==> config.mk <==
export PLATFORM = sky130hd
export DESIGN_NAME = gpcs_dev_flat
export DESIGN_NICKNAME = d
export VERILOG_FILES = /design/src/inc/gpcs_pkg.sv /design/src/inc/gpcs_if.sv /design/src/core/gpcs_dev.sv /design/src/flat_wrapper.sv
export SDC_FILE = /design/constraint.sdc
export NUM_CORES = 1
export LEC_CHECK = 0
export BUFFER_PORTS_ARGS = -buffer_cell sky130_fd_sc_hd__buf_2
export CAP_MARGIN = 0
export CORE_MARGIN = 3
export CORE_UTILIZATION = 59
export DETAILED_ROUTE_END_ITERATION = 12
export GPL_TIMING_DRIVEN = 0
export MAX_ROUTING_LAYER = met4
export PLACE_DENSITY = 0.85
export SYNTH_ARGS = -nofsm -noshare
export SYNTH_HDL_FRONTEND = slang
export SYNTH_SLANG_ARGS = --single-unit
==> constraint.sdc <==
create_clock -name clk_sys_i -period 4.85 [get_ports clk_sys_i]
set_input_delay 0.2425 -clock clk_sys_i [delete_from_list [all_inputs] [get_ports clk_sys_i]]
set_output_delay 0.2425 -clock clk_sys_i [all_outputs]
set_load 0.02 [all_outputs]
==> src/inc/gpcs_pkg.sv <==
// Purpose: shared constants and types of the gigabit coding sublayer pair
// Assumes: one 50 MHz core clock on both ends
// Notes: code-groups are a simplified {kind, byte} form, not 8b/10b
package gpcs_pkg;
	// core clock rate and the auto-negotiation link timer
	localparam int CLK_MHZ = 50;
	localparam int LINK_TIME_US = 10000;
	localparam int LINK_CYCLES = LINK_TIME_US * CLK_MHZ;
	localparam int TIMER_W = 20;
	// word widths
	localparam int ABIL_W = 16;
	localparam int CG_W = 10;
	localparam int BYTE_W = 8;
	// code-group field positions
	localparam int KIND_MSB = 9;
	localparam int KIND_LSB = 8;
	// code-group kinds
	localparam logic [1:0] KIND_IDLE = 2'h0;
	localparam logic [1:0] KIND_DATA = 2'h1;
	localparam logic [1:0] KIND_CFG_LO = 2'h2;
	localparam logic [1:0] KIND_CFG_HI = 2'h3;
	// idle byte that carries a transmit error
	localparam logic [7:0] ERR_BYTE = 8'hFE;
	localparam logic [7:0] IDLE_BYTE = 8'h00;
	// acknowledge bit of the configuration word
	localparam int ACK_BIT = 14;
	// identical configuration words needed before acceptance
	localparam logic [1:0] CFG_MATCH = 2'h3;
	// reset values
	localparam logic [15:0] ABIL_RST = 16'h0000;
	localparam logic [9:0] CG_RST = 10'h000;
	// auto-negotiation states
	typedef enum logic [2:0] {
		AN_ENABLE_ST,
		AN_RESTART_ST,
		AN_ABILITY_ST,
		AN_ACK_ST,
		AN_COMPLETE_ACK_ST,
		AN_IDLE_ST,
		AN_LINK_GOOD_ST,
		AN_NO_NEG_GOOD_ST
	} gpcs_an_e;
endpackage : gpcs_pkg

==> src/inc/gpcs_if.sv <==
// Purpose: connection between the coding sublayer and its MAC/management host
// Assumes: both ends clocked by the same core clock
// Notes: no clocking block; the bench joins the two ends here
`timescale 1ns/10ps
`default_nettype none
interface gpcs_if;
	// management controls from the host
	logic negotiation_enable;
	logic negotiation_restart;
	logic sublayer_main_reset;
	logic [15:0] local_ability_word;
	logic isolate;
	logic loopback;
	logic unidir;
	// transmit (G)MII from the host
	logic [7:0] txd;
	logic tx_en;
	logic tx_er;
	// register-access start and direction
	logic reg_request;
	logic reg_write;
	// status back to the host
	logic negotiation_done;
	logic [15:0] partner_ability_word;
	logic page_received_flag;
	logic negotiated_link_good;
	logic pll_loss;
	logic [15:0] reg_rdata;
	logic reg_rdata_valid;
	// receive (G)MII to the host
	logic [7:0] rxd;
	logic rx_dv;
	logic rx_er;
	modport dev (
		input negotiation_enable, negotiation_restart, sublayer_main_reset,
		input local_ability_word, isolate, loopback, unidir,
		input txd, tx_en, tx_er, reg_request, reg_write,
		output negotiation_done, partner_ability_word, page_received_flag,
		output negotiated_link_good, pll_loss, reg_rdata, reg_rdata_valid,
		output rxd, rx_dv, rx_er
	);
	modport host (
		output negotiation_enable, negotiation_restart, sublayer_main_reset,
		output local_ability_word, isolate, loopback, unidir,
		output txd, tx_en, tx_er, reg_request, reg_write,
		input negotiation_done, partner_ability_word, page_received_flag,
		input negotiated_link_good, pll_loss, reg_rdata, reg_rdata_valid,
		input rxd, rx_dv, rx_er
	);
endinterface : gpcs_if
`default_nettype wire

==> src/core/gpcs_dev.sv <==
// Purpose: control and status end of the gigabit coding sublayer
// Assumes: serial transceiver gives code-groups and sync synchronous to clk
// Notes: auto-negotiation is a reduced form of the standard arbitration
`timescale 1ns/10ps
`default_nettype none
module gpcs_dev #(
	parameter int LINK_CYCLES = gpcs_pkg::LINK_CYCLES
) (
	// clock and reset
	input wire logic clk_sys_i,
	input wire logic resetn_i,
	// host side
	gpcs_if.dev bus,
	// transceiver side
	input wire logic [9:0] rx_code_i,
	input wire logic rx_sync_i,
	input wire logic pll_lock_i,
	output logic [9:0] tx_code_o
);
	// last timer value before expiry, cut to the counter width
	localparam logic [19:0] TIMER_END = 20'(LINK_CYCLES - 1);
	// enum alias keeps the package as the single owner of the type
	typedef gpcs_pkg::gpcs_an_e gpcs_an_e_t;

	// sampled mode controls
	logic iso_reg, lpb_reg, uni_reg;
	// negotiation and transmit state
	gpcs_an_e_t an_reg, an_next;
	logic [19:0] timer_reg, timer_next;
	logic [15:0] partner_reg, partner_next;
	logic half_reg, half_next;
	logic [9:0] tx_reg, tx_next;
	logic done_reg, done_next;
	logic page_reg, page_next;
	logic link_reg, link_next;
	// receive side state
	logic [7:0] lo_reg, lo_next;
	logic [15:0] cand_reg, cand_next;
	logic [1:0] match_reg, match_next;
	logic idle_reg, idle_next;
	logic [7:0] rxd_reg, rxd_next;
	logic dv_reg, dv_next, er_reg, er_next;
	logic plol_reg, rvalid_reg, rvalid_next;
	logic [15:0] rdata_reg, rdata_next;
	// combinational helpers
	logic [9:0] rx_cg;
	logic rx_sync;
	logic cfg_seen, cfg_ok, link_st, tx_ignore;
	logic [7:0] gtxd;
	logic gtx_en, gtx_er;
	logic [15:0] cfg_word;

	// one code-group with its kind and byte
	function automatic logic [9:0] gpcs_cg(input logic [1:0] k,
		input logic [7:0] b);
		gpcs_cg = {k, b};
	endfunction : gpcs_cg

	// loopback path replaces the transceiver input
	always_comb begin
		rx_cg = lpb_reg ? tx_reg : rx_code_i;
		rx_sync = lpb_reg ? 1'b1 : rx_sync_i;
		cfg_seen = rx_cg[gpcs_pkg::KIND_MSB:gpcs_pkg::KIND_LSB] ==
			gpcs_pkg::KIND_CFG_HI;
		cfg_word = {rx_cg[7:0], lo_reg};
		cfg_ok = match_reg == gpcs_pkg::CFG_MATCH;
		link_st = (an_reg == gpcs_pkg::AN_LINK_GOOD_ST) ||
			(an_reg == gpcs_pkg::AN_NO_NEG_GOOD_ST);
		// isolated transmit inputs act as all zero
		gtxd = iso_reg ? 8'h00 : bus.txd;
		gtx_en = iso_reg ? 1'b0 : bus.tx_en;
		gtx_er = iso_reg ? 1'b0 : bus.tx_er;
		// faults only gate transmit outside unidirectional mode
		tx_ignore = !uni_reg && (!link_st || !rx_sync);
	end

	// negotiation and transmit next state
	always_comb begin
		an_next = an_reg;
		timer_next = (timer_reg == TIMER_END) ? timer_reg : timer_reg + 20'h1;
		partner_next = partner_reg;
		half_next = 1'b0;
		tx_next = gpcs_cg(gpcs_pkg::KIND_IDLE, gpcs_pkg::IDLE_BYTE);
		case (an_reg)
			gpcs_pkg::AN_ENABLE_ST: begin
				an_next = bus.negotiation_enable ? gpcs_pkg::AN_RESTART_ST :
					gpcs_pkg::AN_NO_NEG_GOOD_ST;
				timer_next = 20'h0;
			end
			gpcs_pkg::AN_RESTART_ST: begin
				// zero config word while the partner notices the break
				if (timer_reg == TIMER_END) begin
					an_next = gpcs_pkg::AN_ABILITY_ST;
				end
			end
			gpcs_pkg::AN_ABILITY_ST: begin
				if (cfg_ok && cand_reg != gpcs_pkg::ABIL_RST) begin
					partner_next = cand_reg;
					an_next = gpcs_pkg::AN_ACK_ST;
				end
			end
			gpcs_pkg::AN_ACK_ST: begin
				if (cfg_ok && cand_reg[gpcs_pkg::ACK_BIT]) begin
					an_next = gpcs_pkg::AN_COMPLETE_ACK_ST;
					timer_next = 20'h0;
				end
			end
			gpcs_pkg::AN_COMPLETE_ACK_ST: begin
				if (timer_reg == TIMER_END) begin
					an_next = gpcs_pkg::AN_IDLE_ST;
					timer_next = 20'h0;
				end
			end
			gpcs_pkg::AN_IDLE_ST: begin
				// partner still configuring sends us back to ability
				if (cfg_seen) begin
					an_next = gpcs_pkg::AN_ABILITY_ST;
				end else if (timer_reg == TIMER_END && idle_reg) begin
					an_next = gpcs_pkg::AN_LINK_GOOD_ST;
				end
			end
			gpcs_pkg::AN_LINK_GOOD_ST: begin
				// renewed configuration from the partner restarts
				if (cfg_seen) begin
					an_next = gpcs_pkg::AN_RESTART_ST;
					timer_next = 20'h0;
				end
			end
			gpcs_pkg::AN_NO_NEG_GOOD_ST: begin
				an_next = gpcs_pkg::AN_NO_NEG_GOOD_ST;
			end
			default: begin
				an_next = gpcs_pkg::AN_ENABLE_ST;
			end
		endcase
		// lost sync while negotiating restarts the exchange
		if (bus.negotiation_enable && !rx_sync && !lpb_reg &&
			an_reg != gpcs_pkg::AN_RESTART_ST) begin
			an_next = gpcs_pkg::AN_RESTART_ST;
			timer_next = 20'h0;
		end
		if (bus.negotiation_restart && bus.negotiation_enable) begin
			an_next = gpcs_pkg::AN_RESTART_ST;
			timer_next = 20'h0;
		end
		if (!bus.negotiation_enable) begin
			an_next = gpcs_pkg::AN_NO_NEG_GOOD_ST;
		end else if (an_reg == gpcs_pkg::AN_NO_NEG_GOOD_ST) begin
			an_next = gpcs_pkg::AN_RESTART_ST;
			timer_next = 20'h0;
		end
		if (bus.sublayer_main_reset) begin
			an_next = gpcs_pkg::AN_ENABLE_ST;
			partner_next = gpcs_pkg::ABIL_RST;
		end
		// transmit code-group choice
		if (!uni_reg && (an_reg == gpcs_pkg::AN_RESTART_ST ||
			an_reg == gpcs_pkg::AN_ABILITY_ST || an_reg == gpcs_pkg::AN_ACK_ST ||
			an_reg == gpcs_pkg::AN_COMPLETE_ACK_ST)) begin
			half_next = !half_reg;
			tx_next = gpcs_cfg_cg(an_reg, half_reg, bus.local_ability_word);
		end else if (tx_ignore) begin
			tx_next = gpcs_cg(gpcs_pkg::KIND_IDLE, gpcs_pkg::IDLE_BYTE);
		end else if (gtx_er) begin
			tx_next = gpcs_cg(gpcs_pkg::KIND_IDLE, gpcs_pkg::ERR_BYTE);
		end else if (gtx_en) begin
			tx_next = gpcs_cg(gpcs_pkg::KIND_DATA, gtxd);
		end
		// status flags line up with the state they describe
		page_next = an_next == gpcs_pkg::AN_COMPLETE_ACK_ST;
		done_next = an_next == gpcs_pkg::AN_LINK_GOOD_ST;
		link_next = (an_next == gpcs_pkg::AN_LINK_GOOD_ST) ||
			(an_next == gpcs_pkg::AN_NO_NEG_GOOD_ST);
	end

	// configuration word halves: low byte then high byte
	// a function, so the ability word stays in the comb sensitivity
	function automatic logic [9:0] gpcs_cfg_cg(input gpcs_an_e_t st,
		input logic hi, input logic [15:0] abil);
		logic [15:0] w;
		w = (st == gpcs_pkg::AN_RESTART_ST) ? gpcs_pkg::ABIL_RST : abil;
		if (st == gpcs_pkg::AN_ACK_ST || st == gpcs_pkg::AN_COMPLETE_ACK_ST) begin
			w[gpcs_pkg::ACK_BIT] = 1'b1;
		end
		gpcs_cfg_cg = hi ? gpcs_cg(gpcs_pkg::KIND_CFG_HI, w[15:8]) :
			gpcs_cg(gpcs_pkg::KIND_CFG_LO, w[7:0]);
	endfunction : gpcs_cfg_cg

	// receive decode, word matching and register answer
	always_comb begin
		lo_next = lo_reg;
		cand_next = cand_reg;
		match_next = match_reg;
		idle_next = rx_cg[gpcs_pkg::KIND_MSB:gpcs_pkg::KIND_LSB] ==
			gpcs_pkg::KIND_IDLE;
		if (rx_cg[gpcs_pkg::KIND_MSB:gpcs_pkg::KIND_LSB] ==
			gpcs_pkg::KIND_CFG_LO) begin
			lo_next = rx_cg[7:0];
		end
		// count identical consecutive configuration words
		if (cfg_seen) begin
			if (cfg_word == cand_reg) begin
				match_next = cfg_ok ? match_reg : match_reg + 2'h1;
			end else begin
				cand_next = cfg_word;
				match_next = 2'h1;
			end
		end else if (idle_next) begin
			match_next = 2'h0;
		end
		rxd_next = 8'h00;
		dv_next = 1'b0;
		er_next = 1'b0;
		if (rx_cg[gpcs_pkg::KIND_MSB:gpcs_pkg::KIND_LSB] ==
			gpcs_pkg::KIND_DATA) begin
			rxd_next = rx_cg[7:0];
			dv_next = 1'b1;
		end else if (idle_next && rx_cg[7:0] == gpcs_pkg::ERR_BYTE) begin
			er_next = 1'b1;
		end
		// isolation zeroes the values but the outputs stay driven
		if (iso_reg || bus.sublayer_main_reset) begin
			rxd_next = 8'h00;
			dv_next = 1'b0;
			er_next = 1'b0;
		end
		if (bus.sublayer_main_reset) begin
			match_next = 2'h0;
		end
		// reads return the partner word one cycle after the request
		rvalid_next = bus.reg_request && !bus.reg_write;
		rdata_next = rvalid_next ? partner_reg : rdata_reg;
	end

	// registers; the mode controls are plain flops in the core domain
	always_ff @(posedge clk_sys_i or negedge resetn_i) begin
		if (!resetn_i) begin
			iso_reg <= 1'b0;
			lpb_reg <= 1'b0;
			uni_reg <= 1'b0;
			an_reg <= gpcs_pkg::AN_ENABLE_ST;
			timer_reg <= 20'h0;
			partner_reg <= gpcs_pkg::ABIL_RST;
			half_reg <= 1'b0;
			tx_reg <= gpcs_pkg::CG_RST;
			done_reg <= 1'b0;
			page_reg <= 1'b0;
			link_reg <= 1'b0;
			lo_reg <= 8'h00;
			cand_reg <= gpcs_pkg::ABIL_RST;
			match_reg <= 2'h0;
			idle_reg <= 1'b0;
			rxd_reg <= 8'h00;
			dv_reg <= 1'b0;
			er_reg <= 1'b0;
			plol_reg <= 1'b1;
			rvalid_reg <= 1'b0;
			rdata_reg <= gpcs_pkg::ABIL_RST;
		end else begin
			iso_reg <= bus.isolate;
			lpb_reg <= bus.loopback;
			uni_reg <= bus.unidir;
			an_reg <= an_next;
			timer_reg <= timer_next;
			partner_reg <= partner_next;
			half_reg <= half_next;
			tx_reg <= tx_next;
			done_reg <= done_next;
			page_reg <= page_next;
			link_reg <= link_next;
			lo_reg <= lo_next;
			cand_reg <= cand_next;
			match_reg <= match_next;
			idle_reg <= idle_next;
			rxd_reg <= rxd_next;
			dv_reg <= dv_next;
			er_reg <= er_next;
			plol_reg <= !pll_lock_i;
			rvalid_reg <= rvalid_next;
			rdata_reg <= rdata_next;
		end
	end

	// outputs straight from flops
	assign tx_code_o = tx_reg;
	assign bus.negotiation_done = done_reg;
	assign bus.partner_ability_word = partner_reg;
	assign bus.page_received_flag = page_reg;
	assign bus.negotiated_link_good = link_reg;
	assign bus.pll_loss = plol_reg;
	assign bus.reg_rdata = rdata_reg;
	assign bus.reg_rdata_valid = rvalid_reg;
	assign bus.rxd = rxd_reg;
	assign bus.rx_dv = dv_reg;
	assign bus.rx_er = er_reg;
endmodule : gpcs_dev
`default_nettype wire

==> src/flat_wrapper.sv <==
// flat-port wrapper written by rule: the top's interface ports become plain ports
module gpcs_dev_flat 
#(
	parameter int LINK_CYCLES = gpcs_pkg::LINK_CYCLES
)
  (clk_sys_i, resetn_i, rx_code_i, rx_sync_i, pll_lock_i, tx_code_o, bus_negotiation_enable, bus_negotiation_restart, bus_sublayer_main_reset, bus_local_ability_word, bus_isolate, bus_loopback, bus_unidir, bus_txd, bus_tx_en, bus_tx_er, bus_reg_request, bus_reg_write, bus_negotiation_done, bus_partner_ability_word, bus_page_received_flag, bus_negotiated_link_good, bus_pll_loss, bus_reg_rdata, bus_reg_rdata_valid, bus_rxd, bus_rx_dv, bus_rx_er);
  gpcs_if bus_i ();
  input wire logic clk_sys_i;
  input wire logic resetn_i;
  input wire logic [9:0] rx_code_i;
  input wire logic rx_sync_i;
  input wire logic pll_lock_i;
  output logic [9:0] tx_code_o;
  input wire logic [$bits(bus_i.negotiation_enable)-1:0] bus_negotiation_enable;
  input wire logic [$bits(bus_i.negotiation_restart)-1:0] bus_negotiation_restart;
  input wire logic [$bits(bus_i.sublayer_main_reset)-1:0] bus_sublayer_main_reset;
  input wire logic [$bits(bus_i.local_ability_word)-1:0] bus_local_ability_word;
  input wire logic [$bits(bus_i.isolate)-1:0] bus_isolate;
  input wire logic [$bits(bus_i.loopback)-1:0] bus_loopback;
  input wire logic [$bits(bus_i.unidir)-1:0] bus_unidir;
  input wire logic [$bits(bus_i.txd)-1:0] bus_txd;
  input wire logic [$bits(bus_i.tx_en)-1:0] bus_tx_en;
  input wire logic [$bits(bus_i.tx_er)-1:0] bus_tx_er;
  input wire logic [$bits(bus_i.reg_request)-1:0] bus_reg_request;
  input wire logic [$bits(bus_i.reg_write)-1:0] bus_reg_write;
  output wire logic [$bits(bus_i.negotiation_done)-1:0] bus_negotiation_done;
  output wire logic [$bits(bus_i.partner_ability_word)-1:0] bus_partner_ability_word;
  output wire logic [$bits(bus_i.page_received_flag)-1:0] bus_page_received_flag;
  output wire logic [$bits(bus_i.negotiated_link_good)-1:0] bus_negotiated_link_good;
  output wire logic [$bits(bus_i.pll_loss)-1:0] bus_pll_loss;
  output wire logic [$bits(bus_i.reg_rdata)-1:0] bus_reg_rdata;
  output wire logic [$bits(bus_i.reg_rdata_valid)-1:0] bus_reg_rdata_valid;
  output wire logic [$bits(bus_i.rxd)-1:0] bus_rxd;
  output wire logic [$bits(bus_i.rx_dv)-1:0] bus_rx_dv;
  output wire logic [$bits(bus_i.rx_er)-1:0] bus_rx_er;
  assign bus_i.negotiation_enable = bus_negotiation_enable;
  assign bus_i.negotiation_restart = bus_negotiation_restart;
  assign bus_i.sublayer_main_reset = bus_sublayer_main_reset;
  assign bus_i.local_ability_word = bus_local_ability_word;
  assign bus_i.isolate = bus_isolate;
  assign bus_i.loopback = bus_loopback;
  assign bus_i.unidir = bus_unidir;
  assign bus_i.txd = bus_txd;
  assign bus_i.tx_en = bus_tx_en;
  assign bus_i.tx_er = bus_tx_er;
  assign bus_i.reg_request = bus_reg_request;
  assign bus_i.reg_write = bus_reg_write;
  assign bus_negotiation_done = bus_i.negotiation_done;
  assign bus_partner_ability_word = bus_i.partner_ability_word;
  assign bus_page_received_flag = bus_i.page_received_flag;
  assign bus_negotiated_link_good = bus_i.negotiated_link_good;
  assign bus_pll_loss = bus_i.pll_loss;
  assign bus_reg_rdata = bus_i.reg_rdata;
  assign bus_reg_rdata_valid = bus_i.reg_rdata_valid;
  assign bus_rxd = bus_i.rxd;
  assign bus_rx_dv = bus_i.rx_dv;
  assign bus_rx_er = bus_i.rx_er;
  gpcs_dev #(.LINK_CYCLES(LINK_CYCLES)) u_core (.clk_sys_i(clk_sys_i), .resetn_i(resetn_i), .bus(bus_i), .rx_code_i(rx_code_i), .rx_sync_i(rx_sync_i), .pll_lock_i(pll_lock_i), .tx_code_o(tx_code_o));
endmodule
After elaboration in Yosys (flattened, before gate mapping)
Cells that the tools add are included.
{ "classes": {"n_addsub": 2, "n_eq_ne": 19, "mux": 50, "bitwise": 1, "n_reduce_logical": 35} }
{ "ops": {"columns": ["cell", "count"], "rows": [
  ["20-bit 2-to-1 mux", 8],
  ["20-bit one-hot mux with 4 select lines", 1],
  ["16-bit 2-to-1 mux", 4],
  ["10-bit 2-to-1 mux", 4],
  ["3-bit 2-to-1 mux", 12],
  ["8-bit 2-to-1 mux", 3],
  ["3-bit equality test, second input constant", 7],
  ["3-bit one-hot mux with 7 select lines", 1],
  ["20-bit by 1-bit adder with 20-bit output, second input constant", 1],
  ["20-bit by 19-bit equality test with 1-bit output, second input constant", 1],
  ["9-bit 2-to-1 mux", 2],
  ["16-bit equality test", 1],
  ["16-bit nonzero test", 1],
  ["1-bit logical AND", 11],
  ["1-bit 2-to-1 mux", 10],
  ["2-bit 2-to-1 mux", 5],
  ["8-bit equality test, second input constant", 1],
  ["1-bit logical OR", 8],
  ["1-bit zero test", 7],
  ["2-bit equality test, second input constant", 3],
  ["3-bit by 2-bit equality test with 1-bit output, second input constant", 2],
  ["2-bit AND reduction", 3],
  ["4-bit != test, second input constant", 1],
  ["2-bit nonzero test", 2],
  ["other kinds (8)", 8]
]} }
{ "totals": {"reg_bits": 111, "inputBits": 48, "output_inout_bits": 57, "word_cells": 128} }

Longest topological paths before layout
Gate-level depths: netlist of run 1.
{ "logic_depth": {"ltp_word": 12, "mapped_depth": 9, "mapped_depth_nobuf": 6} }

Least setup slack after synthesis of run 1
OpenSTA, ideal clock, no wires.
{ "synth_path": {"path_kind": "reg2reg", "from": "register u_core.timer_reg[7]", "to": "register u_core.timer_reg[0]", "setup_time_ns": 0.078, "arrival_ns": 2.249, "t_required_ns": 4.772, "path_slack_ns": 2.523, "stages_incl_launch_ff": 7, "n_path_buf": 0, "period_less_slack_ns": 2.327, "path_cell_list": "dfrtp_1 > nor4b_1 > nand2_1 > or4b_2 > ha_1 > or3_1 > a21oi_1"} }
{ "synth_between": {"elab_chain_len": 8, "elab_cells_between_ends": 10, "cone_classes": "eq/ne (1); mux (9)"} }
{ "synth_lines": {"columns": ["item", "line_no", "text"], "rows": [
  ["start: declaration", "gpcs_dev.sv:29", "logic [19:0] timer_reg, timer_next;"],
  ["start signal: assignment", "gpcs_dev.sv:264", "timer_reg <= timer_next;"],
  ["20-bit by 19-bit equality test with 1-bit output (*)", "gpcs_dev.sv:80, gpcs_dev.sv:109", null],
  ["20-bit 2-to-1 mux", "gpcs_dev.sv:80", "timer_next = (timer_reg == TIMER_END) ? timer_reg : timer_reg + 20'h1;"],
  ["20-bit 2-to-1 mux, on equally long branches", "gpcs_dev.sv:124, gpcs_dev.sv:103, gpcs_dev.sv:109", null],
  ["20-bit one-hot mux with 4 select lines (*)", "gpcs_dev.sv:84", "case (an_reg)"],
  ["20-bit 2-to-1 mux (*)", "gpcs_dev.sv:137", "if (bus.negotiation_enable && !rx_sync && !lpb_reg &&"],
  ["20-bit 2-to-1 mux (*)", "gpcs_dev.sv:142", "if (bus.negotiation_restart && bus.negotiation_enable) begin"],
  ["20-bit 2-to-1 mux", "gpcs_dev.sv:148", "end else if (an_reg == gpcs_pkg::AN_NO_NEG_GOOD_ST) begin"],
  ["20-bit 2-to-1 mux (*)", "gpcs_dev.sv:146", "if (!bus.negotiation_enable) begin"],
  ["net u_core.timer_next[0]", "gpcs_dev.sv:29", null]
]} }
Mark *: on every way through the listed nets, which the timed path passes. The rest lies on a longest branch.
A chain may end at the register's enable or synchronous reset.

Worst setup path in the final report of run 1
{ "layout_path": {"from": "register u_core.timer_reg[0]", "to": "register u_core.done_reg (netlist: u_core.bus.negotiation_done)"} }
{ "layout_between": {"elab_chain_len": 11, "elab_cells_between_ends": 13, "cone_classes": "eq/ne (2); mux (10); reduce/logical (1)"} }
{ "layout_lines": {"columns": ["item", "line_no", "text"], "rows": [
  ["20-bit by 19-bit equality test with 1-bit output (*)", "gpcs_dev.sv:92, gpcs_dev.sv:109, gpcs_dev.sv:118", null],
  ["1-bit logical AND", "gpcs_dev.sv:118", "end else if (timer_reg == TIMER_END && idle_reg) begin"],
  ["3-bit 2-to-1 mux", "gpcs_dev.sv:118", null],
  ["3-bit 2-to-1 mux", "gpcs_dev.sv:116", "if (cfg_seen) begin"],
  ["3-bit one-hot mux with 7 select lines (*)", "gpcs_dev.sv:84", null],
  ["3-bit 2-to-1 mux (*)", "gpcs_dev.sv:137", null],
  ["3-bit 2-to-1 mux (*)", "gpcs_dev.sv:142", null],
  ["3-bit 2-to-1 mux (*)", "gpcs_dev.sv:148", null],
  ["3-bit 2-to-1 mux (*)", "gpcs_dev.sv:146", null],
  ["3-bit 2-to-1 mux (*)", "gpcs_dev.sv:152", "if (bus.sublayer_main_reset) begin"],
  ["3-bit equality test (*)", "gpcs_dev.sv:171", "done_next = an_next == gpcs_pkg::AN_LINK_GOOD_ST;"],
  ["net u_core.done_next", "gpcs_dev.sv:33", "logic done_reg, done_next;"],
  ["end signal: assignment", "gpcs_dev.sv:268", "done_reg <= done_next;"],
  ["end: declaration", "gpcs_dev.sv:33", null]
]} }
Marked as above.

==> results of run 1 <==
==> power by group through the flow <==
stage                     Sequential (mW)  Clock, mW  Combinational [mW]
after global routing                 1.13      0.563               0.419
after CTS                            1.11      0.528               0.380
after floorplan                      1.11          0               0.256
after detailed placement             1.13          0               0.375
after global placement               1.12          0               0.356
final                                1.12      0.520               0.378
==> layout make-up <==
type | instances | area [um^2]
fillers | 589 | 2276
flip-flops and latches | 111 | 2779
well taps | 105 | 131.4
repair buffers | 108 | 590.6
inverters | 15 | 56.30
clock buffers | 10 | 127.6
multi-input cells | 333 | 2240
clock inverters | 6 | 55.05
plain buffers | 26 | 126.4
==> timing repair <==
action / 4_1_cts / 5_1_grt
hold buffers: 5 / 0
endpoints found under the hold margin: 52 / 0
buffers inserted: 0 / 0
resized for setup: 0 / 0
==> per-layer routing <==
metal  up-vias  global-route usage
met5         -                   -
met4         0              0.1008
met3        23             0.02988
met2       198              0.3935
met1      2102              0.3472
li1       1982                   -
==> logic make-up (layout without fill, tap and decap cells) <==
| family | Yosys count | after routing | share of synthesized area |
|---|---|---|---|
| flops | 111 | 111 | 0.5343 |
| xor+xnor | 32 | 32 | 0.05389 |
| mux | 46 | 46 | 0.1008 |
| simple gates | 165 | 165 | 0.1631 |
| buf+inv | 41 | 165 | 0.03512 |
| fa+ha+maj | 3 | 3 | 0.007218 |
| compound gates | 87 | 87 | 0.1056 |
==> worst max-delay path: cells and delay by family, from the launching register on <==
family | cells | cell delay, ns
fa+ha+maj | 1 | 0.23
compound gates | 2 | 0.54
flops | 1 | 0.42
simple gates | 3 | 1.11
buf+inv | 1 | 0.18
==> metrics by stage <==
stage	setup slack, ns	total power [mW]	util	hold slack [ns]	cell area (um^2)
after floorplan	2.523	1.367	-	-0.05309	5201
after global placement	2.345	1.481	0.6971	0.3510	5843
after detailed placement	2.259	1.506	0.7007	0.3092	5873
after CTS	2.225	2.021	0.7285	0.09444	6106
after global routing	2.026	2.110	0.7285	0.1060	6106
final	2.242	2.017	0.7285	0.1054	6106
==> layout by cell type (no fill, tap or decap), types with 3 or more instances in the layout <==
master and count:
nor4_1 11, o32ai_1 3, mux2_4 7, mux2i_1 16
ha_1 3, nor3_1 24, a21oi_1 41, xnor2_1 21
mux2_2 23, dfrtp_1 110, buf_2 104, nor2_1 39
nor4b_1 3, nand3b_1 3, xor2_1 11, nand4_1 11
clkbuf_1 20, nor2b_1 5, o21ai_0 7, and3_1 6
or2_2 3, o21a_1 3, a21o_1 3, clkbuf_8 10
a31oi_1 5, dlygate4sd3_1 5, o22ai_1 7, nand2_1 30
inv_1 15, nand3_1 18, o2111ai_1 3
==> how the worst max path moves through the flow <==
stage,slack (ns),endpoint,cells past startpoint,startpoint
6_report,2.24,u_core.bus.negotiation_done$_DFF_PN0_,7,u_core.timer_reg[0]$_DFF_PN0_
5_1_grt,2.03,u_core.timer_reg[13]$_DFF_PN0_,9,u_core.timer_reg[0]$_DFF_PN0_
4_1_cts,2.23,u_core.bus.negotiation_done$_DFF_PN0_,7,u_core.timer_reg[0]$_DFF_PN0_
3_5_place_dp,2.26,u_core.bus.negotiation_done$_DFF_PN0_,7,u_core.timer_reg[0]$_DFF_PN0_
3_3_place_gp,2.35,u_core.bus.rxd[6]$_DFF_PN0_,1,resetn_i
2_1_floorplan,2.52,u_core.timer_reg[0]$_DFF_PN0_,6,u_core.timer_reg[7]$_DFF_PN0_
==> results.json, run 1 <==
{
  "dp.cells": 693,
  "initialDrtViolationCount": 259,
  "synthArstFlopShare": 1.000,
  "ys.warnings.count": 0,
  "via_count": 4305,
  "grt_pass1_wl_um": 19620,
  "initial_core_util": 0.6205,
  "combPwrFrac": 0.188,
  "arrival_ns": 2.84,
  "start_kind": "register",
  "yosysTopAreaCellShare": 0.5292,
  "synth_seq_area_share": 0.5343,
  "ys_types": 55,
  "synth-edff-count": 0,
  "wl_met3_um": 750,
  "max_slew.worst_pin.slew_ns": 0.6460,
  "setup_tns_ns": 0,
  "cts.sinks": 111,
  "post-synth-top-count-cell": "dfrtp_1",
  "path_cells": "ha_1, nand4_1, or2_2, clkbuf_1, o311ai_0, o21ai_0, nor4_1",
  "grt-ovfl-total": 0,
  "route.met2.wl_um": 5715,
  "intPower_mw": 1.388,
  "r2r_cells": 7,
  "layout.nets": 655,
  "reg2reg_to": "u_core.bus.negotiation_done$_DFF_PN0_",
  "rows": 33,
  "insertedDiodeCount": 0,
  "die_w_um": 99.89,
  "core_area_mm2": 0.008382,
  "leakage_nw": 2.872,
  "reg2reg_from": "u_core.timer_reg[0]$_DFF_PN0_",
  "p_sw_frac": 0.3119,
  "max-slew-margin-rel": 0.5570,
  "vias_per_cell": 6.029,
  "route.detailed.drc": 0,
  "worst_skew_pair.late_latency_ns": 0.38,
  "syn_inst": 485,
  "first_pass_iters": 5,
  "grt_max_degree": 64,
  "grt_pass1_vias": 4121,
  "min-delay-path-class": "in2reg",
  "largest_register_ffs": 20,
  "top_layer": "met4",
  "hold_viol_final": 0,
  "synth_top_area_cell": "dfrtp_1",
  "cts.clk_slew.worst_paths_ns": 0.10,
  "wl_per_cell_um": 16.65,
  "final_cells": 714,
  "timing.fmax_ghz": 0.3834,
  "peakVddDrop_mv": 0.1968,
  "layout-drive-gt1-share": 0.2677,
  "end_kind": "register",
  "dieHeight_um": 99.89,
  "min_period_over_period": 0.5378,
  "synth_ff_type": "dfrtp_1",
  "die-area_mm2": 0.009978,
  "maxSlewViolCount": 0,
  "path_class": "reg2reg",
  "io_buffers": 102,
  "power_frac_seq": 0.555,
  "synth_common_cells": "dfrtp_1 (110), a21oi_1 (41), nor2_1 (39), nand2_1 (30), nor3_1 (24)",
  "htree_levels": 3,
  "finalSetupViolCount": 0,
  "hold_end": "u_core.tx_code_o[0]$_DFF_PN0_",
  "holdPathStages": 2,
  "grtUsageTotal": 0.2544,
  "synth_fp_nets": 536,
  "switching_power_mw": 0.6291,
  "cts_root_buffer": "clkbuf_8",
  "clkPwrFrac": 0.258,
  "yosys-top-cells-area": "dfrtp_1 (53%), mux2_2 (5.0%), a21oi_1 (3.9%), xnor2_1 (3.5%), mux2i_1 (3.1%)",
  "io_pins": 105,
  "cp_max_fo": 7,
  "cts_tree": "yes",
  "required_ns": 5.08,
  "antenna_found_initial": 0,
  "cts_buffers": 9,
  "dp_hpwl_um": 8824,
  "power_density_mw_per_mm2": 330.3,
  "fin_skew_ns": 0.02137,
  "area_delta_synth_final_pct": 17.39,
  "hold_start": "bus_txd[0]",
  "slowest_stage": "nor4_1",
  "syn-cell-area_mm2": 0.005201,
  "routed_wl_um": 11890,
  "ys_ff_latch": 111,
  "cpPeakStageDelay_ns": 0.44,
  "wl_met1_um": 5173,
  "clk_path_buf_depth": 2,
  "syn_avg_cell_area_um2": 10.72,
  "gp_congestion": 0.8638,
  "drv_cap": 0,
  "antenna_left": 0,
  "rsz0062_at_grt": "false",
  "post-route-min-period_ns": 2.608,
  "outcome": "finished clean",
  "regToRegSetupSlack_ns": 2.24
}
Power figures use the tool's default switching activity.
==> inputs of run 2 (changes only) <==
ABC_AREA = 1   (was not set)
CORE_UTILIZATION = 55   (was 59)
PLACE_DENSITY = 0.8   (was 0.85)
clock period = 2.68 ns   (was 4.85 ns; I/O delays follow)
==> run 2 against run 1 <==
Combinational power is 93% higher; highest routed layer unchanged; worst hold slack got worse by 0.087 ns; global-route usage decreased by 0.90 points; synthesized cell count is 38% higher; flip-flop and latch count unchanged; power grew 80%; sequential power is 73% higher.
==> results.json, run 2 <==
{
  "cp_max_fo": 5,
  "power_density_mw_per_mm2": 568.7,
  "synth_seq_area_share": 0.5151,
  "ys_types": 34,
  "arrival_ns": 2.37,
  "layout_common_cells": "nand2_1 (180), dfrtp_1 (110), buf_2 (100), inv_1 (89), nor2_1 (70)",
  "die_w_um": 105.0,
  "cts.clk_slew.worst_paths_ns": 0.11,
  "initial_core_util": 0.5757,
  "antenna_found_initial": 0,
  "synth_common_cells": "nand2_1 (180), dfrtp_1 (110), inv_1 (89), nor2_1 (70), nand3_1 (45)",
  "hold_viol_final": 0,
  "grt_pass1_vias": 4587,
  "p_sw_frac": 0.3257,
  "combPwrFrac": 0.200,
  "clk_path_buf_depth": 2,
  "insertedDiodeCount": 0,
  "initialDrtViolationCount": 368,
  "dieHeight_um": 105.0,
  "min-delay-path-class": "in2reg",
  "hold-worst-slack_ns": 0.01861,
  "ys_ff_latch": 111,
  "route.detailed.drc": 0,
  "first_pass_iters": 5,
  "nFillCells": 761,
  "leakage_nw": 3.328,
  "intPower_mw": 2.453,
  "synth_ff_type": "dfrtp_1",
  "maxSlewViolCount": 0,
  "clkPwrFrac": 0.266,
  "synthArstFlopShare": 1.000,
  "antenna_left": 0,
  "cts.sinks": 111,
  "yosysTopAreaCellShare": 0.5102,
  "io_buffers": 101,
  "die-area_mm2": 0.01103,
  "grt-ovfl-total": 0,
  "end_kind": "register",
  "holdPathStages": 3,
  "path_class": "reg2reg",
  "grtUsageTotal": 0.2454,
  "cts_root_buffer": "clkbuf_8",
  "via_count": 4774,
  "regToRegSetupSlack_ns": 0.58,
  "post_dp_cell_area_mm2": 0.006092,
  "design_area_mm2": 0.006395,
  "synth_fp_nets": 719,
  "syn_avg_cell_area_um2": 8.077,
  "synth-edff-count": 0,
  "vias_per_cell": 5.150,
  "cts_tree": "yes",
  "post-route-min-period_ns": 2.103,
  "required_ns": 2.95,
  "start_kind": "register",
  "power_frac_seq": 0.534,
  "cts_buffers": 9,
  "layout-drive-gt1-share": 0.1779,
  "setup_tns_ns": 0,
  "synth_top_area_cell": "dfrtp_1",
  "grt_pass1_wl_um": 21460,
  "grt_max_degree": 62,
  "gp_congestion": 0.9816,
  "yosys-top-cells-area": "dfrtp_1 (51%), nand2_1 (13%), inv_1 (6.2%), nor2_1 (4.9%), nand3_1 (4.2%)",
  "io_pins": 105,
  "cts_resized": 0,
  "r2r_cells": 10,
  "peakVddDrop_mv": 0.3587,
  "ys.warnings.count": 0,
  "outcome": "finished clean",
  "crit_start": "u_core.timer_reg[0]$_DFF_PN0_",
  "dp_hpwl_um": 9515,
  "timing.fmax_ghz": 0.4754,
  "min_period_over_period": 0.7849,
  "max-slew-margin-rel": 0.4862,
  "power.total_mw": 3.637,
  "worst_skew_pair.late_latency_ns": 0.37,
  "layout.nets": 844,
  "largest_register_ffs": 20,
  "fin_skew_ns": 0.01083,
  "area_delta_synth_final_pct": 18.53,
  "core_area_mm2": 0.009371,
  "wl_per_cell_um": 13.66,
  "post-synth-top-count-cell": "nand2_1",
  "reg2reg_to": "u_core.timer_reg[14]$_DFF_PN0_",
  "rows": 35,
  "syn_inst": 668,
  "reg2reg_from": "u_core.timer_reg[0]$_DFF_PN0_",
  "drv_cap": 0,
  "layout.cells.most_common": "nand2_1",
  "crit_end": "u_core.timer_reg[14]$_DFF_PN0_",
  "ctsHoldBuffers": 12,
  "max_slew.worst_pin.slew_ns": 0.7707,
  "syn-cell-area_mm2": 0.005395,
  "switching_power_mw": 1.185,
  "routed_wl_um": 12660,
  "post_cts_buffers": 0,
  "htree_levels": 3,
  "finalSetupViolCount": 0,
  "rsz0062_at_grt": "false"
}
[run 2: cell count changes in the layout (fill, tap and decap cells not counted), sizes merged, moves of 19 or more]
cell and delta:
nand2 +161, nor2 +33, mux2 -30, inv +78
nand3 +28, o21ai +40, nor3 -19, a21oi -28
[run 2: final cells by class]
type | instances | area [um^2] | share of cell area
Sequential cell | 111 | 2779 | 0.4346
Clock inverter | 6 | 55.05 | 0.008609
Tap cell | 129 | 161.4 | 0.02524
Timing Repair Buffer | 114 | 655.6 | 0.1025
Inverter | 93 | 354.1 | 0.05537
Clock buffer | 10 | 127.6 | 0.01996
Buffer | 18 | 132.6 | 0.02074
Multi-Input combinational cell | 446 | 2130 | 0.3330
[run 2: cell families after synthesis]
family	Yosys count	synth area share
simple gates	333	0.2607
buf+inv	111	0.09021
flops	111	0.5151
compound gates	88	0.09137
xor+xnor	22	0.03571
fa+ha+maj	3	0.006958
[run 2: power by group through the flow]
stage	clock (mW)	combinational, mW	sequential, mW
detailed placement	0	0.708	1.97
floorplan	0	0.466	1.97
finish	0.966	0.729	1.94
global route	1.05	0.827	1.97
global placement	0	0.681	1.96
CTS	0.976	0.727	1.94
[run 2: critical path: stages, from the launching register on]
cell     delay [ns]
dfrtp_1        0.39
ha_1           0.22
nand3_1        0.22
nor3_1         0.47
nand3_1        0.20
nor2_1         0.13
nand2_1        0.08
nor2_1         0.12
nand2_1        0.06
nand2_1        0.06
nor2_1         0.05
[run 2: per-layer routing]
layer	up-vias	part of all wire	track usage
met5	-	0	-
li1	2378	-	-
met4	0	0.023	0.08247
met2	189	0.46	0.3776
met1	2185	0.45	0.3377
met3	22	0.066	0.03521
[run 2: how the worst min path moves through the flow]
stage,to,startpoint,slack (ns)
after detailed placement,u_core.uni_reg$_DFF_PN0_,bus_unidir,0.24
final,u_core.tx_code_o[5]$_DFF_PN0_,bus_local_ability_word[5],0.02
after floorplan,u_core.an_reg[0]$_DFF_PN0_,resetn_i,-0.16
after CTS,u_core.tx_code_o[5]$_DFF_PN0_,bus_local_ability_word[5],0.008
after global routing,u_core.tx_code_o[5]$_DFF_PN0_,bus_local_ability_word[5],0.03
after global placement,u_core.iso_reg$_DFF_PN0_,bus_isolate,0.24
[run 2: through the flow]
| step | std cells | setup slack [ns] | util |
|---|---|---|---|
| global route | 927 | 0.3414 | 0.6824 |
| detailed placement | 899 | 0.6453 | 0.6501 |
| global placement | 898 | 0.2786 | 0.6469 |
| floorplan | 668 | 0.9975 | - |
| CTS | 927 | 0.6192 | 0.6824 |
| finish | 927 | 0.5766 | 0.6824 |
==> inputs of run 3 (changes only) <==
CORE_UTILIZATION = 50   (was 55)
PLACE_DENSITY = 0.76   (was 0.8)
clock period = 1.75 ns   (was 2.68 ns; I/O delays follow)
==> run 3 against run 2 <==
The run now ends with setup timing left; sequential power up 54%; flip-flop and latch count unchanged; core utilization down 2.2 points; count of clock-buffer cells in the layout down 1; fmax up 13%; non-clock buffer count up 24; cell count up 3.3%; design area up 7.5%; critical path depth up 5; combinational power up 81%; power up 60%; register-to-register slack worse by 0.68 ns; critical path type unchanged; largest cell class unchanged.
==> results.json, run 3 (synthesized netlist as in run 2, its figures left out) <==
{
  "cp_num_buf_inv": 5,
  "post_dp_cell_area_mm2": 0.006101,
  "clk_path_buf_depth": 2,
  "max-slew-margin-rel": 0.5335,
  "max_slew.worst_pin.slew_ns": 0.6997,
  "layout.nets": 868,
  "power_frac_seq": 0.515,
  "worst_skew_pair.late_latency_ns": 0.39,
  "design_area_mm2": 0.006874,
  "fin_util": 0.6599,
  "layout.cells.most_common": "nand2_1",
  "fin_skew_ns": 0.01611,
  "cts_buffers": 9,
  "io_buffers": 101,
  "grt_pass1_vias": 4697,
  "slowest_stage": "dfrtp_1",
  "arrival_ns": 2.18,
  "core_area_mm2": 0.01042,
  "grtUsageTotal": 0.2387,
  "combPwrFrac": 0.226,
  "grt_max_degree": 59,
  "route.detailed.drc": 0,
  "cpPeakStageDelay_ns": 0.39,
  "antenna_left": 0,
  "path_cells": "buf_6, inv_8, clkbuf_16, nand2_4, nand3_2, nand2_1, nor2_1, nand2_1, nor2_2, nand2_2, nand2_2, buf_6, buf_8, nand3_1, nand2_1",
  "htree_levels": 3,
  "grt_pass1_wl_um": 21940,
  "grt-ovfl-total": 0,
  "cts.sinks": 111,
  "die_w_um": 109.9,
  "rows": 37,
  "dp_hpwl_um": 9874,
  "end_kind": "register",
  "largest_register_ffs": 20,
  "io_pins": 105,
  "p_sw_frac": 0.3340,
  "start_kind": "register",
  "cts.clk_slew.worst_paths_ns": 0.11,
  "insertedDiodeCount": 0,
  "antenna_found_initial": 0,
  "cp_max_fo": 7,
  "required_ns": 2.07,
  "intPower_mw": 3.874,
  "gp_congestion": 0.8999,
  "setup_ws_ns": -0.1045,
  "path_class": "reg2reg",
  "clkPwrFrac": 0.259,
  "rsz0062_at_grt": "true",
  "timing.fmax_ghz": 0.5392,
  "die-area_mm2": 0.01207,
  "area_delta_synth_final_pct": 27.41,
  "drv_cap": 0,
  "dp_slack_ns": -0.3166,
  "cp_top_family": "simple AND/OR/NAND/NOR gates",
  "maxSlewViolCount": 0,
  "peakVddDrop_mv": 0.5364,
  "dieHeight_um": 109.9,
  "min-delay-path-class": "in2reg",
  "switching_power_mw": 1.943,
  "layout_common_cells": "nand2_1 (169), dfrtp_1 (108), buf_2 (100), inv_1 (85), nor2_1 (62)",
  "crit_top_cell": "nand2_1",
  "vias_per_cell": 5.191,
  "setup_tns_ns": -1.557,
  "via_count": 4973,
  "initial_core_util": 0.5180,
  "leakage_nw": 3.548,
  "wl_per_cell_um": 14.48,
  "power_density_mw_per_mm2": 846.3,
  "cts_tree": "yes",
  "hold_viol_final": 0,
  "outcome": "finished, violations left",
  "cts_root_buffer": "clkbuf_8",
  "first_pass_iters": 5,
  "post-route-min-period_ns": 1.854,
  "violations": "setup timing",
  "layout-drive-gt1-share": 0.2567,
  "min_period_over_period": 1.060,
  "finalSetupViolCount": 35,
  "routed_wl_um": 13870,
  "initialDrtViolationCount": 355
}
-- run 3: changes by cell type in the layout (fill, tap and decap cells not counted), moves of 6 or more --
cell	change
nand2_2	+6
nand2_1	-11
o21ai_0	-7
buf_4	+17
o21ai_2	+6
nor2_1	-8
-- run 3: power by group through the flow --
stage,clock [mW],sequential [mW],combinational [mW]
after global routing,1.66,3.02,1.47
after floorplan,0,3.02,0.714
final,1.51,2.99,1.32
after global placement,0,3.01,1.05
after CTS,1.54,2.98,1.21
after detailed placement,0,3.02,1.09
-- run 3: path summary, 6_finish.rpt --
kind	start	to	slack (ns)	depth (start not counted)
hold reg to reg	u_core.bus.reg_rdata[2]$_DFFE_PN0P_	u_core.bus.reg_rdata[2]$_DFFE_PN0P_	0.49	2
min in group asynchronous	resetn_i	u_core.bus.reg_rdata[6]$_DFFE_PN0P_	0.29	2
max in group asynchronous	resetn_i	u_core.bus.pll_loss$_DFF_PN1_	0.67	3
setup reg to reg	u_core.lpb_reg$_DFF_PN0_	u_core.match_reg[1]$_DFFE_PN0P_	-0.10	15
hold / removal	bus_local_ability_word[13]	u_core.tx_code_o[5]$_DFF_PN0_	0.02	5
setup / recovery	u_core.lpb_reg$_DFF_PN0_	u_core.match_reg[1]$_DFFE_PN0P_	-0.10	15
-- run 3: layout make-up --
cell class | count | area [um^2]
fill | 860 | 3542
sequential | 111 | 2781
multi-input combinational | 446 | 2350
timing repair buffer | 138 | 885.9
inverter | 93 | 359.1
tap | 136 | 170.2
buffer | 18 | 138.9
clock buffer | 9 | 123.9
clock inverter | 7 | 65.06
-- run 3: what timing repair did --
| item | in CTS | in global routing |
|---|---|---|
| cloned | 1 | 2 |
| pin swaps | 5 | 14 |
| endpoints found under the setup margin | 54 | 63 |
| hold buffers | 15 | 0 |
| hold endpoints to repair | 65 | 0 |
| setup buffers | 12 | 6 |
| gates resized for setup | 24 | 52 |
-- run 3: metrics by stage --
stage / hold slack [ns] / total power [mW] / std cells
after global routing: 0.02414 / 6.153 / 958
final: 0.02181 / 5.817 / 958
after global placement: 0.1958 / 4.057 / 905
after detailed placement: 0.1810 / 4.115 / 906
after floorplan: -0.2081 / 3.731 / 668
after CTS: 0.01070 / 5.727 / 950
-- run 3: worst reg2reg max path: stages (launching register included) --
cell and delay (ns):
dfrtp_1 0.39, buf_6 0.14, inv_8 0.08, clkbuf_16 0.15
nand2_4 0.05, nand3_2 0.05, nand2_1 0.05, nor2_1 0.09
nand2_1 0.07, nor2_2 0.16, nand2_2 0.07, nand2_2 0.09
buf_6 0.14, buf_8 0.12, nand3_1 0.06, nand2_1 0.09
-- run 3: per-layer routing --
metal  GRT usage  wire length [um]  up-vias
met3     0.03171               917       24
li1            -                 -     2423
met4     0.08549               331        0
met5           -                 0        -
met2      0.3852              6553      219
met1      0.3097              6069     2307
